$ cat src/sor_pkg.sv
// Purpose: Constants and types for the system option and part id bank
// Assumes: 32-bit APB, 8-bit registers in the low byte lanes
// Notes:   Offsets and reset values are named here only
//
// Behaviour
// [RQ1] First option register: first write only, readable
// [RQ2] Bits 7:6 select watchdog timeout
// [RQ3] Bit 5 permits stop, else illegal-opcode reset
// [RQ4] Bit 2 moves two-wire pins A2/A3 to B6/B7
// [RQ5] Second register bit 7 selects watchdog clock
// [RQ6] Window mode: early status write resets
// [RQ7] Window mode only with bus clock selected
// [RQ8] Write-once bits of second register lock
// [RQ9] Bit 4 links comparator to timer A ch0
// [RQ10] Bit 3 moves timer B ch1 B4 to A7
// [RQ11] Bit 2 moves timer B ch0 A1 to A6
// [RQ12] Bit 1 moves timer A ch1 B5 to C1
// [RQ13] Bit 0 moves timer A ch0 A0 to C0
// [RQ14] Fixed read-only 12-bit part number
// [RQ15] High id bit 7 fixed series marker
// [RQ16] High id bits 6:4 reserved, read zero
// [RQ17] Routing follows register bit from accepted write
package sor_pkg;

    // ************************************************************
    // Register offsets
    // ************************************************************
    localparam logic [11:0] SOR_OFS_OPT1   = 12'h000;
    localparam logic [11:0] SOR_OFS_OPT2   = 12'h004;
    localparam logic [11:0] SOR_OFS_IDH    = 12'h008;
    localparam logic [11:0] SOR_OFS_IDL    = 12'h00C;
    localparam logic [11:0] SOR_OFS_STAT   = 12'h010;

    // ************************************************************
    // Field positions
    // ************************************************************
    localparam int SOR_B_TMO_HI  = 7;
    localparam int SOR_B_TMO_LO  = 6;
    localparam int SOR_B_STOP    = 5;
    localparam int SOR_B_TWPS    = 2;
    localparam int SOR_B_WCLK    = 7;
    localparam int SOR_B_WWIN    = 6;
    localparam int SOR_B_CLINK   = 4;
    localparam int SOR_B_TB1     = 3;
    localparam int SOR_B_TB0     = 2;
    localparam int SOR_B_TA1     = 1;
    localparam int SOR_B_TA0     = 0;

    // ************************************************************
    // Reset values, masks, identity
    // ************************************************************
    localparam logic [7:0]  SOR_OPT1_RST   = 8'h00;
    localparam logic [7:0]  SOR_OPT2_RST   = 8'h00;
    localparam logic [7:0]  SOR_OPT1_WMASK = 8'hE4;
    localparam logic [7:0]  SOR_OPT2_FMASK = 8'h1F;
    // Arbitrary value
    localparam logic [11:0] SOR_PART_ID    = 12'h5C3;
    localparam logic        SOR_SERIES_BIT = 1'b1;
    localparam int          SOR_NCH        = 6;

    // ************************************************************
    // Types
    // ************************************************************
    typedef enum logic [1:0] {
        SOR_IDLE = 2'b01,
        SOR_ACK  = 2'b10
    } sor_apb_st_t;

    typedef struct packed {
        logic o;
        logic oe;
    } sor_drv_t;

    typedef struct packed {
        sor_apb_st_t  st;
        logic         ready;
        logic         slverr;
        logic [31:0]  rdata;
        logic [7:0]   opt1;
        logic         opt1_lock;
        logic [7:0]   opt2;
        logic         opt2_lock;
        logic         analog_comparator_s1;
        logic         analog_comparator_s2;
        logic         cap;
        logic         win_eff;
        logic         stop_enter;
        logic         ill_stop;
        logic         win_rst;
    } sor_state_t;

    typedef struct packed {
        logic [1:0]   s1;
        logic [1:0]   s2;
        sor_drv_t     drv_a;
        sor_drv_t     drv_b;
        logic         pin_in;
    } sor_route_t;

endpackage

$ cat src/sor_pin_route.sv
// Purpose: One peripheral signal steered between two pins
// Assumes: Pin levels are asynchronous to core_clk
// Notes:   Drive and input are registered
`timescale 1ns/100ps
module sor_pin_route (
    // Clock and reset
    input  wire logic             core_clk,
    input  wire logic             resetn,
    // Select
    input  wire logic             sel,
    // Peripheral side
    input  wire sor_pkg::sor_drv_t periph_drv,
    output logic                  periph_in,
    // Pin side
    input  wire logic             pin_a_in,
    input  wire logic             pin_b_in,
    output sor_pkg::sor_drv_t     pin_a_drv,
    output sor_pkg::sor_drv_t     pin_b_drv
);

    sor_pkg::sor_route_t r_reg;
    sor_pkg::sor_route_t r_next;

    // ************************************************************
    // Steering
    // ************************************************************
    always_comb begin
        r_next       = r_reg;
        r_next.s1    = {pin_b_in, pin_a_in};
        r_next.s2    = r_reg.s1;
        r_next.drv_a = sel ? '0 : periph_drv;
        r_next.drv_b = sel ? periph_drv : '0;
        r_next.pin_in = sel ? r_reg.s2[1] : r_reg.s2[0];
    end

    always_ff @(posedge core_clk or negedge resetn) begin
        if (!resetn) begin
            r_reg <= '0;
        end else begin
            r_reg <= r_next;
        end
    end

    assign periph_in = r_reg.pin_in;
    assign pin_a_drv = r_reg.drv_a;
    assign pin_b_drv = r_reg.drv_b;

endmodule // sor_pin_route

$ cat src/sor_opt_regs.sv
// Purpose: System option and part id register bank on APB
// Assumes: Stop and status-write strobes come from core_clk logic
// Notes:   Channel order 0 SDA, 1 SCL, 2 B1, 3 B0, 4 A1, 5 A0
`timescale 1ns/100ps
module sor_opt_regs (
    // Clock and reset
    input  wire logic                     CORE_CLK,
    input  wire logic                     RESETN,
    // APB slave
    input  wire logic                     PSEL,
    input  wire logic                     PENABLE,
    input  wire logic                     PWRITE,
    input  wire logic [11:0]              PADDR,
    input  wire logic [31:0]              PWDATA,
    input  wire logic [3:0]               PSTRB,
    output logic                          PREADY,
    output logic                          PSLVERR,
    output logic [31:0]                   PRDATA,
    // Watchdog controls
    output logic [1:0]                    WDOG_TIMEOUT_SEL,
    output logic                          WDOG_CLOCK_SEL,
    output logic                          WDOG_WINDOW_EN,
    input  wire logic                     RST_STATUS_WR,
    input  wire logic                     WDOG_LATE_QUARTER,
    output logic                          WDOG_WINDOW_RESET,
    // Stop control
    input  wire logic                     STOP_EXEC,
    output logic                          STOP_PERMIT,
    output logic                          STOP_ENTER,
    output logic                          ILLEGAL_STOP_RESET,
    // Comparator link
    input  wire logic                     ANALOG_COMPARATOR_OUT,
    output logic                          COMP_CAPTURE_LINK,
    output logic                          TIMER_A_CH0_CAPTURE,
    // Routed peripheral signals
    input  wire sor_pkg::sor_drv_t [5:0]  PERIPH_DRV,
    output sor_pkg::sor_drv_t [5:0]       PIN_A_DRV,
    output sor_pkg::sor_drv_t [5:0]       PIN_B_DRV,
    input  wire logic [5:0]               PIN_A_IN,
    input  wire logic [5:0]               PIN_B_IN,
    output logic [5:0]                    PERIPH_IN
);

    // ************************************************************
    // State
    // ************************************************************
    sor_pkg::sor_state_t st_reg;
    sor_pkg::sor_state_t st_next;
    logic [5:0]          route_sel;
    logic                hit;
    logic [7:0]          rd_byte;

    // ************************************************************
    // Address decode and read mux
    // ************************************************************
    always_comb begin
        hit     = 1'b1;
        rd_byte = 8'h00;
        unique case (PADDR)
            sor_pkg::SOR_OFS_OPT1: begin
                rd_byte = st_reg.opt1; // [RQ1]
            end
            sor_pkg::SOR_OFS_OPT2: begin
                rd_byte = st_reg.opt2;
            end
            sor_pkg::SOR_OFS_IDH: begin
                rd_byte = {sor_pkg::SOR_SERIES_BIT, // [RQ15]
                           3'h0, // [RQ16]
                           sor_pkg::SOR_PART_ID[11:8]}; // [RQ14]
            end
            sor_pkg::SOR_OFS_IDL: begin
                rd_byte = sor_pkg::SOR_PART_ID[7:0]; // [RQ14]
            end
            sor_pkg::SOR_OFS_STAT: begin
                rd_byte = {5'h00, st_reg.win_eff,
                           st_reg.opt2_lock, st_reg.opt1_lock};
            end
            default: begin
                hit = 1'b0;
            end
        endcase
    end

    // ************************************************************
    // Next state
    // ************************************************************
    always_comb begin
        st_next = st_reg;

        // APB handshake, one access-phase cycle
        unique case (st_reg.st)
            sor_pkg::SOR_IDLE: begin
                st_next.ready  = 1'b0;
                st_next.slverr = 1'b0;
                st_next.rdata  = 32'h0000_0000;
                if (PSEL && !PENABLE) begin
                    st_next.st     = sor_pkg::SOR_ACK;
                    st_next.ready  = 1'b1;
                    st_next.slverr = !hit;
                    st_next.rdata  = PWRITE ? 32'h0000_0000
                                            : {24'h00_0000, rd_byte};
                end
            end
            sor_pkg::SOR_ACK: begin
                st_next.st     = sor_pkg::SOR_IDLE;
                st_next.ready  = 1'b0;
                st_next.slverr = 1'b0;
                st_next.rdata  = 32'h0000_0000;
                if (PSEL && PENABLE && PWRITE && PSTRB[0]) begin
                    // Option register one, whole register write-once
                    if (PADDR == sor_pkg::SOR_OFS_OPT1 &&
                        !st_reg.opt1_lock) begin
                        st_next.opt1 = PWDATA[7:0] &
                                       sor_pkg::SOR_OPT1_WMASK; // [RQ1]
                        st_next.opt1_lock = 1'b1; // [RQ1]
                    end
                    // Option register two
                    if (PADDR == sor_pkg::SOR_OFS_OPT2) begin
                        st_next.opt2 = (st_reg.opt2 &
                                        ~sor_pkg::SOR_OPT2_FMASK) |
                                       (PWDATA[7:0] &
                                        sor_pkg::SOR_OPT2_FMASK);
                        if (!st_reg.opt2_lock) begin
                            st_next.opt2[sor_pkg::SOR_B_WCLK] =
                                PWDATA[sor_pkg::SOR_B_WCLK]; // [RQ5]
                            st_next.opt2[sor_pkg::SOR_B_WWIN] =
                                PWDATA[sor_pkg::SOR_B_WWIN]; // [RQ8]
                            st_next.opt2_lock = 1'b1; // [RQ8]
                        end
                    end
                end
            end
            default: begin
                st_next.st     = sor_pkg::SOR_IDLE;
                st_next.ready  = 1'b0;
                st_next.slverr = 1'b0;
                st_next.rdata  = 32'h0000_0000;
            end
        endcase

        // Window mode only counts with the bus clock source
        st_next.win_eff = st_next.opt2[sor_pkg::SOR_B_WCLK] &
                          st_next.opt2[sor_pkg::SOR_B_WWIN]; // [RQ7]

        // Comparator synchroniser and capture link
        st_next.analog_comparator_s1 = ANALOG_COMPARATOR_OUT;
        st_next.analog_comparator_s2 = st_reg.analog_comparator_s1;
        st_next.cap     = st_reg.opt2[sor_pkg::SOR_B_CLINK] ?
                          st_reg.analog_comparator_s2 : PERIPH_IN[5]; // [RQ9]

        // Stop instruction outcome
        st_next.stop_enter = STOP_EXEC &
                             st_reg.opt1[sor_pkg::SOR_B_STOP]; // [RQ3]
        st_next.ill_stop   = STOP_EXEC &
                             !st_reg.opt1[sor_pkg::SOR_B_STOP]; // [RQ3]

        // Early status write in window mode
        st_next.win_rst = RST_STATUS_WR & st_reg.win_eff &
                          !WDOG_LATE_QUARTER; // [RQ6]
    end

    // ************************************************************
    // State register
    // ************************************************************
    always_ff @(posedge CORE_CLK or negedge RESETN) begin
        if (!RESETN) begin
            st_reg           <= '0;
            st_reg.st        <= sor_pkg::SOR_IDLE;
            st_reg.opt1      <= sor_pkg::SOR_OPT1_RST;
            st_reg.opt2      <= sor_pkg::SOR_OPT2_RST;
        end else begin
            st_reg <= st_next;
        end
    end

    // ************************************************************
    // Pin routing
    // ************************************************************
    // Selects taken from the next state so pins move with the write
    assign route_sel[0] = st_next.opt1[sor_pkg::SOR_B_TWPS]; // [RQ4]
    assign route_sel[1] = st_next.opt1[sor_pkg::SOR_B_TWPS]; // [RQ4]
    assign route_sel[2] = st_next.opt2[sor_pkg::SOR_B_TB1]; // [RQ10]
    assign route_sel[3] = st_next.opt2[sor_pkg::SOR_B_TB0]; // [RQ11]
    assign route_sel[4] = st_next.opt2[sor_pkg::SOR_B_TA1]; // [RQ12]
    assign route_sel[5] = st_next.opt2[sor_pkg::SOR_B_TA0]; // [RQ13]

    // Each channel registered, drives updated at the write edge
    generate
        for (genvar ch = 0; ch < sor_pkg::SOR_NCH; ch++) begin : g_route
            sor_pin_route u_route (
                .core_clk   (CORE_CLK),
                .resetn     (RESETN),
                .sel        (route_sel[ch]), // [RQ17]
                .periph_drv (PERIPH_DRV[ch]),
                .periph_in  (PERIPH_IN[ch]),
                .pin_a_in   (PIN_A_IN[ch]),
                .pin_b_in   (PIN_B_IN[ch]),
                .pin_a_drv  (PIN_A_DRV[ch]),
                .pin_b_drv  (PIN_B_DRV[ch])
            );
        end
    endgenerate

    // ************************************************************
    // Outputs
    // ************************************************************
    assign PREADY   = st_reg.ready;
    assign PSLVERR  = st_reg.slverr;
    assign PRDATA   = st_reg.rdata;

    assign WDOG_TIMEOUT_SEL =
        st_reg.opt1[sor_pkg::SOR_B_TMO_HI:sor_pkg::SOR_B_TMO_LO]; // [RQ2]
    assign WDOG_CLOCK_SEL    = st_reg.opt2[sor_pkg::SOR_B_WCLK]; // [RQ5]
    assign WDOG_WINDOW_EN    = st_reg.win_eff; // [RQ7]
    assign WDOG_WINDOW_RESET = st_reg.win_rst; // [RQ6]

    assign STOP_PERMIT        = st_reg.opt1[sor_pkg::SOR_B_STOP]; // [RQ3]
    assign STOP_ENTER         = st_reg.stop_enter;
    assign ILLEGAL_STOP_RESET = st_reg.ill_stop;

    assign COMP_CAPTURE_LINK   = st_reg.opt2[sor_pkg::SOR_B_CLINK]; // [RQ9]
    assign TIMER_A_CH0_CAPTURE = st_reg.cap;

endmodule // sor_opt_regs

$ cat config.mk
export PLATFORM = sky130hd
export DESIGN_NAME = sor_opt_regs
export DESIGN_NICKNAME = d
export VERILOG_FILES = /design/src/sor_pkg.sv /design/src/sor_pin_route.sv /design/src/sor_opt_regs.sv
export SDC_FILE = /design/constraint.sdc
export NUM_CORES = 1
export LEC_CHECK = 0
export BUFFER_PORTS_ARGS = -buffer_cell sky130_fd_sc_hd__buf_2
export CORE_MARGIN = 3
export CORE_UTILIZATION = 47
export CTS_CLUSTER_SIZE = 8
export DETAILED_ROUTE_END_ITERATION = 8
export PLACE_DENSITY = 0.84
export SLEW_MARGIN = 20
export SYNTH_ARGS = -nofsm -noshare
export SYNTH_HDL_FRONTEND = slang
export SYNTH_SLANG_ARGS = --single-unit
$ cat constraint.sdc
create_clock -name CORE_CLK -period 2.3 [get_ports CORE_CLK]
set_input_delay 0.575 -clock CORE_CLK [delete_from_list [all_inputs] [get_ports CORE_CLK]]
set_output_delay 0.575 -clock CORE_CLK [all_outputs]
set_load 0.05 [all_outputs]
## Yosys cells after proc, flatten, opt, wreduce, memory -nomap -nowiden

Cells that the tools add are included.

| storage, ports and cells | value |
|---|---|
| register bits after elaboration | 111 |
| latch bits | 0 |
| bits in writable memories | 0 |
| ROM bits | 0 |
| input port bits | 81 |
| output and inout port bits | 74 |
| logic and storage cells | 115 |
| memories | 0 |

| operators by class | value |
|---|---|
| $add $sub $neg | 0 |
| multiply operators | 0 |
| div/mod/pow operators | 0 |
| $lt $le $gt $ge | 0 |
| eq/ne operators | 7 |
| shifts and indexed selects | 0 |
| multiplexer cells | 29 |
| bitwise gates (word level) | 6 |
| reductions and logical operators | 14 |

Operators by type and width:

| operator | count |
|---|---|
| 36-bit two-way mux | 2 |
| 8-bit one-hot mux with 5 select lines | 1 |
| 13-bit two-way mux | 2 |
| 2-bit two-way mux | 13 |
| 12-bit by 4-bit equality test with 1-bit output, second input constant | 2 |
| 12-bit by 3-bit equality test with 1-bit output, second input constant | 1 |
| 12-bit by 5-bit equality test with 1-bit output, second input constant | 1 |
| 12-bit zero test | 1 |
| 9-bit two-way mux | 1 |
| 1-bit two-way mux | 8 |
| 8-bit two-way mux | 1 |
| 8-bit by 5-bit bitwise OR with 8-bit output | 1 |
| 3-bit AND reduction | 2 |
| 1-bit bitwise AND | 5 |
| 1-bit logical AND | 5 |
| 1-bit zero test | 5 |
| 5-bit OR reduction | 1 |
| 4-bit two-way mux | 1 |
| 2-bit by 1-bit equality test with 1-bit output, second input constant | 1 |
| 2-bit equality test, second input constant | 1 |
| 2-bit != test, second input constant | 1 |

## Depth between registers and ports, before layout

Gate-level depths: netlist (run 1).

| logic depth | value |
|---|---|
| depth after elaboration | 6 |
| gate-level depth with buffers | 6 |
| gate-level depth less buffers | 4 |

## Hierarchy

A second synthesis (run 1) with hierarchy kept.

| unflattened totals | value |
|---|---|
| cell total of the unflattened synthesis | 247 |
| area total of the unflattened synthesis | 3473.3 µm² |

Modules (own cells, without submodules):

| module | times used | cells each | area each (µm²) | seq. area each (µm²) |
|---|---|---|---|---|
| sor_pin_route | 6 | 18 | 302.8 | 225.2 |
| sor_opt_regs | 1 | 139 | 1656.6 | 802.0 |

## Worst setup path after synthesis (run 1)

OpenSTA, ideal clock, no wires.

| timing | value |
|---|---|
| kind | in2reg |
| start point | input port PADDR[10] |
| end point | register st_reg, in the netlist STOP_PERMIT |
| setup time | 125 ps |
| data arrival time | 2196 ps |
| required time | 2175 ps |
| setup slack | -22 ps |
| stages on the path | 4 |
| buffers on the path | 0 |
| cell sequence | or4_4 > or4_4 > nor2_4 > mux2_4 |

| on the way | value |
|---|---|
| longest elaborated chain between the ends | 3 |

Ends and longest elaborated chain:

| item | RTL line | source |
|---|---|---|
| start: declaration | sor_opt_regs.sv:13 | `input wire logic [11:0] PADDR,` |
| 12-bit zero test | sor_opt_regs.sv:111 | `if (PADDR == sor_pkg::SOR_OFS_OPT1 &&` |
| 1-bit logical AND | sor_opt_regs.sv:111 |  |
| 3-bit AND reduction (no line) | n/a |  |
| end signal: assignment | sor_opt_regs.sv:172 | `st_reg <= st_next;` |
| end: declaration | sor_opt_regs.sv:47 | `sor_pkg::sor_state_t st_reg;` |

No other way between the ends.
A chain may end at the register's enable or synchronous reset.

==> impl_metrics.csv, run 1 <==
group,metric,value,unit
sta,clock-skew-final,0.00539,ns
synthesis,synth_area_per_cell,12.0,sq um
cells_and_area,layout.nets,468,
synthesis,synthesis.area,3620,sq um
synthesis,yosys.cell_types.count,44,
clocking,clock_insertion_delay_worst_skew,0.34,ns
sta,timing.final.max_slew_violations,0,
die,die_height,93.8,microns
synthesis,ys_seq_area_frac,0.595,
power_and_ir_drop,peakVddDrop,378,uV
synthesis,syn_inst,301,
global_route,grt.busiest_layer,"met2",
die,initial_core_util,0.491,
setup_path,crit_type,"input port to register",
clocking,clk_pin_slew_worst_paths,0.08,ns
clocking,htreeDepth,3,
global_route,grt_first_pass_wirelength,10.6,mm
power_and_ir_drop,post-layout-total-power,2.93,mW
clocking,cts_tree,"done",
synthesis,synthFlopType,"dfrtp_1",
routing,postRouteAntennaNets,0,
setup_path,critPathLaunchType,"input port",
clocking,ctsLongestPathBuffers,2,
sta,setup_slack,0.176,ns
setup_path,critPathMostFrequentCell,"buf_4",
cells_and_area,design_area,4190,sq um
setup_path,worstSetupEndpointType,"register",
placed_design,detailedPlace.worstSlack,-0.196,ns
cells_and_area,layout-drive-gt1-share,0.395,
sta,achievable_clock_frequency,0.471,GHz
setup_path,crit_required,2.54,ns
clocking,tritoncts.num_buffers,9,
sta,setup_viol,0,
synthesis,yosysWarningCount,0,
routing,wl_per_cell,13.6,microns
global_route,grt_pass1_vias,2261,
min_path,holdCritPathClass,"input port to asynchronous set/reset pin",
routing,number_of_violations_reported_at_the_end_of_detailed_routing_iteration_0,118,
clocking,cts-root-buf,"clkbuf_8",
placed_design,detailedPlacementHpwl,5.07,mm
clocking,cts.sinks,86,
sta,setup_repair_after_global_routing_missed_its_margin,"no",
synthesis,synth-edff-count,0,
routing,route.vias.total,2305,
placed_design,final_replace_weighted_congestion,0.829,
global_route,met1_usage,0.201,
setup_path,path_delay_family,"simple AND/OR/NAND/NOR gates",
die,placementRows,31,
routing,post_drt_via_cell_ratio,4.69,
status,status,"finished clean",
cells_and_area,syn_to_final_growth,15.8,%
synthesis,synth_async_sr_flop_share,1.00,
routing,drc,0,
setup_path,number_of_buffer_and_inverter_instances_along_the_worst_setup_path,3,
power_and_ir_drop,power.density_cell_area,699,nW/um^2
global_route,grt_antenna_before_repair,0,
global_route,groute.layer.met2.usage,0.250,
global_route,grt-ovfl-total,0,
cells_and_area,num-fill-cells,634,
sta,final.period_utilization,0.923,
power_and_ir_drop,leakage_component_of_the_power,2.19,nW
clocking,holdBufCountCts,0,
sta,whs,0.162,ns
setup_path,critical_path.slowest_cell,"or4_4",
setup_path,cpPeakStageDelay,0.56,ns
clocking,buffers_inserted_during_post_cts_setup_optimization,0,
clocking,ctsResizeCount,0,
setup_path,critical_path_maximum_fanout,9,
placed_design,postPlaceCellArea,3990,sq um
routing,drt_pre_antenna_iters,4,
die,core_area,7370,sq um
cells_and_area,num_antenna_cells,0,
global_route,pin_count_of_the_biggest_net_entering_global_routing,54,
run,max-cap-violations,0,
die,die_area,8790,sq um
global_route,grtUsageTotal,0.159,
setup_path,path_cells,"buf_2 > or4_4 > buf_4 > nor4_1 > buf_4 > nand3_1 > and3_1",
die,ios,155,
placed_design,number_of_port_buffers,103,
die,die_w,93.8,microns
setup_path,critPathArrivalTime,2.36,ns
global_route,met3_usage,0.0385,
setup_path,path_depth,7,
sta,hold_viol_final,0,
cells_and_area,post-route-util,0.569,
routing,postRouteWirelength,6.66,mm
sta,fin_crit,2.12,ns
setup_path,timing.reg2reg.worst_path_depth,5,
synthesis,synth-seq-cells,86,
-- stage by stage --
| stage | setup TNS (ns) | cells |
|---|---|---|
| 2_1_floorplan | 0 | 324 |
| 3_3_place_gp | -3.07 | 475 |
| 3_5_place_dp | -4.47 | 475 |
| 6_report | 0 | 491 |
| 4_1_cts | 0 | 491 |
| 5_1_grt | 0 | 491 |
-- layout make-up --
cell class	instances	area (sq um)	area share
clock buffer	12	155	0.0370
clock inverter	4	45.0	0.0107
inverter	3	11.3	0.00269
multi-input combinational	166	1040	0.247
sequential	86	2150	0.514
tap	99	124	0.0296
timing repair buffer	121	666	0.159
-- routing by layer --
metal / vias up / part of all wire / wire (microns)
li1: 1111 / - / -
met5: - / 0 / 0
met3: 15 / 0.069 / 457
met4: 0 / 0.025 / 166
met2: 88 / 0.49 / 3240
met1: 1091 / 0.42 / 2790
-- worst paths after layout --
| path | slack, ns | end | start |
|---|---|---|---|
| max | 0.18 | g_route[1].u_route.pin_a_drv[1] | PADDR[10] |
| min | 0.16 | g_route[5].u_route.pin_a_drv[0] | RESETN |
| max reg2reg | 0.30 | g_route[5].u_route.pin_b_drv[1] | st_reg[59] |
| min reg2reg | 0.35 | g_route[4].u_route.r_reg[5] | g_route[4].u_route.r_next[5] |
| max in group asynchronous | 1.51 | g_route[4].u_route.r_next[5] | RESETN |
| min in group CORE_CLK | 0.33 | g_route[3].u_route.r_next[5] | PIN_A_IN[3] |
-- kinds of logic (layout without fill, tap and decap cells) --
family	after synthesis	in the layout	synth area share
flip-flops	86	86	0.595
other	1	24	0.00104
multiplexers	8	8	0.0277
AO/OA/AOI/OAI	44	44	0.0885
AND/OR/NAND/NOR	90	90	0.146
buffers and inverters	72	140	0.142
-- report_power, final --
part           switching, mW  internal (mW)
clock network          0.477          0.556
registers             0.0145           1.56
logic                  0.243         0.0835
total                  0.734           2.20
-- cell usage in the layout (no fill, tap or decap), types with 4 or more instances in the layout --
cell type / count
a21oi_1: 9
nor3_1: 4
nand2b_1: 11
a211oi_1: 5
a21boi_0: 12
a311o_1: 4
conb_1: 24
nand3_1: 6
buf_4: 18
clkbuf_8: 11
nor2b_1: 5
nor2_1: 10
buf_2: 102
dfrtp_1: 85
and3_1: 16
o21ai_1: 4
nand2_1: 19
-- synthesized netlist by cell type, drive strengths merged, types with 4 or more instances --
master | instances | area (sq um)
nor2b | 5 | 31.3
nand2b | 11 | 68.8
and3 | 16 | 100
buf | 66 | 493
a311o | 4 | 40.0
dfrtp | 85 | 2130
nor3 | 6 | 46.3
mux2 | 7 | 90.1
nand3 | 6 | 30.0
a21oi | 9 | 45.0
a211oi | 5 | 37.5
a21boi | 12 | 90.1
nand2 | 20 | 77.6
nor2 | 11 | 48.8
o21ai | 6 | 41.3
(Power assumes the default switching activity.)
==> inputs of run 2 (changes only) <==
- BUFFER_PORTS_ARGS: -buffer_cell sky130_fd_sc_hd__buf_2 -> unset
- CORE_UTILIZATION: 47 -> 62
- DONT_BUFFER_PORTS: unset -> 1
- PLACE_DENSITY: 0.84 -> 0.83
==> run 2 against run 1 <==
Against the previous run:
- fmax rose by 6.2%
- the flow now finishes with violations (hold timing)
- register-to-register slack improved by 0.14 ns
- utilization increased by 7.6 points
- via count is 16% lower
- largest cell class unchanged
==> impl_metrics.csv, run 2 (synthesis gave the netlist of run 1 again) <==
group,metric,value,unit
setup_path,worstReg2RegStart,"st_reg[59]",
routing,postRouteAntennaNets,0,
power_and_ir_drop,power.density_cell_area,783,nW/um^2
placed_design,number_of_port_buffers,0,
cells_and_area,num-fill-cells,431,
die,initial_core_util,0.649,
routing,wl_per_cell,17.2,microns
sta,hold_viol_final,85,
global_route,grt_first_pass_wirelength,9.16,mm
clocking,buffers_inserted_during_post_cts_setup_optimization,0,
cells_and_area,instances_no_fill,356,
setup_path,worstSetupEndpointType,"register",
cells_and_area,multiInputGateArea,1040,sq um
cells_and_area,post-route-util,0.645,
routing,number_of_violations_reported_at_the_end_of_detailed_routing_iteration_0,118,
status,failed_checks,"hold timing",
placed_design,detailedPlacementHpwl,4.47,mm
power_and_ir_drop,post-layout-total-power,2.81,mW
cells_and_area,layout_common_cells,"85 x dfrtp_1, 24 x conb_1, 19 x nand2_1",
run,max-cap-violations,0,
placed_design,final_replace_weighted_congestion,0.848,
setup_path,timing.critical_path.from,"PADDR[10]",
die,die_height,82.4,microns
clocking,tritoncts.num_buffers,9,
sta,fin_crit,2.00,ns
routing,drt_pre_antenna_iters,4,
sta,clock-skew-final,0.0111,ns
setup_path,rrSetupSlack,0.44,ns
clocking,clock_insertion_delay_worst_skew,0.34,ns
placed_design,placed_cells,342,
setup_path,critical_path_maximum_fanout,6,
routing,post_drt_via_cell_ratio,5.41,
global_route,pin_count_of_the_biggest_net_entering_global_routing,87,
cells_and_area,layout-drive-gt1-share,0.162,
setup_path,timing.reg2reg.worst_path_depth,5,
die,placementRows,27,
die,die_w,82.4,microns
clocking,cts.sinks,86,
clocking,htreeDepth,3,
global_route,grtUsageTotal,0.188,
cells_and_area,num_antenna_cells,0,
clocking,clk_pin_slew_worst_paths,0.08,ns
setup_path,r2r_end,"g_route[3].u_route.pin_a_drv[1]",
sta,max-slew-margin-rel,0.615,
clocking,cts-root-buf,"clkbuf_8",
cells_and_area,syn_to_final_growth,-0.726,%
sta,setup_viol,0,
setup_path,critPathLaunchType,"input port",
clocking,ctsLongestPathBuffers,2,
sta,setup_repair_after_global_routing_missed_its_margin,"no",
setup_path,critPathArrivalTime,2.27,ns
die,ios,155,
clocking,cts_tree,"done",
die,die_area,6790,sq um
global_route,grt_antenna_before_repair,0,
cells_and_area,layout.nets,362,
cells_and_area,layout_commonest_cell,"dfrtp_1",
global_route,grt_pass1_vias,1907,
sta,max_slew.worst_pin.slew,0.578,ns
setup_path,crit_type,"input port to register",
global_route,grt-ovfl-total,0,
sta,final.period_utilization,0.869,
routing,route.vias.total,1927,
cells_and_area,area.sequential,2150,sq um
power_and_ir_drop,leakage_component_of_the_power,1.70,nW
sta,whs,-0.0807,ns
sta,timing.final.max_slew_violations,0,
routing,postRouteWirelength,6.12,mm
sta,achievable_clock_frequency,0.500,GHz
routing,drc,0,
die,core_area,5570,sq um
setup_path,crit_required,2.57,ns
clocking,ctsResizeCount,0,
min_path,holdCritPathClass,"input port to asynchronous set/reset pin",
status,status,"complete, but fails checks",
power_and_ir_drop,peakVddDrop,418,uV
[run 2: critical path: stages]
cell,delay (ns)
or4_4,0.54
or3_1,0.45
buf_4,0.19
o21ai_1,0.29
and3_1,0.22
[run 2: how the worst max path moves through the flow]
stage                                                 end  slack [ns]  cells past startpoint
after floorplan                               STOP_PERMIT       0.007                      4
after global placement    g_route[0].u_route.pin_a_drv[1]       -0.04                      6
after detailed placement  g_route[3].u_route.pin_b_drv[0]       -0.03                      5
after CTS                 g_route[3].u_route.pin_a_drv[1]        0.33                      5
after global routing      g_route[1].u_route.pin_a_drv[1]        0.21                      6
final                     g_route[3].u_route.pin_a_drv[1]        0.30                      5
[run 2: final cells by class]
cell class / instances / share of cell area
multi-input combinational: 166 / 0.289
tap: 72 / 0.0251
timing repair buffer: 15 / 0.0313
clock inverter: 1 / 0.00836
clock buffer: 13 / 0.0442
inverter: 3 / 0.00313
sequential: 86 / 0.599
[run 2: where the power goes]
part / total, mW / internal, mW / switching (mW) / leakage [nW]
combinational: 0.143 / 0.0321 / 0.111 / 0.516
sequential: 1.65 / 1.56 / 0.0916 / 1.09
clock: 1.02 / 0.551 / 0.471 / 0.0956
total: 2.81 / 2.14 / 0.674 / 1.70
[run 2: layer usage]
metal	up-vias	global-route usage	part of all wire
li1	894	-	-
met1	927	0.236	0.41
met2	98	0.284	0.48
met3	8	0.0727	0.099
met4	0	0.0930	0.016
met5	-	0	0
[run 2: metrics by stage]
| stage | TNS [ns] | worst slack (ns) | instance area (sq um) |
|---|---|---|---|
| 4_1_cts | 0 | 0.335 | 3590 |
| 2_1_floorplan | 0 | 0.00735 | 3710 |
| 6_report | 0 | 0.301 | 3590 |
| 5_1_grt | 0 | 0.209 | 3590 |
| 3_5_place_dp | -0.170 | -0.0293 | 3400 |
| 3_3_place_gp | -0.227 | -0.0400 | 3400 |
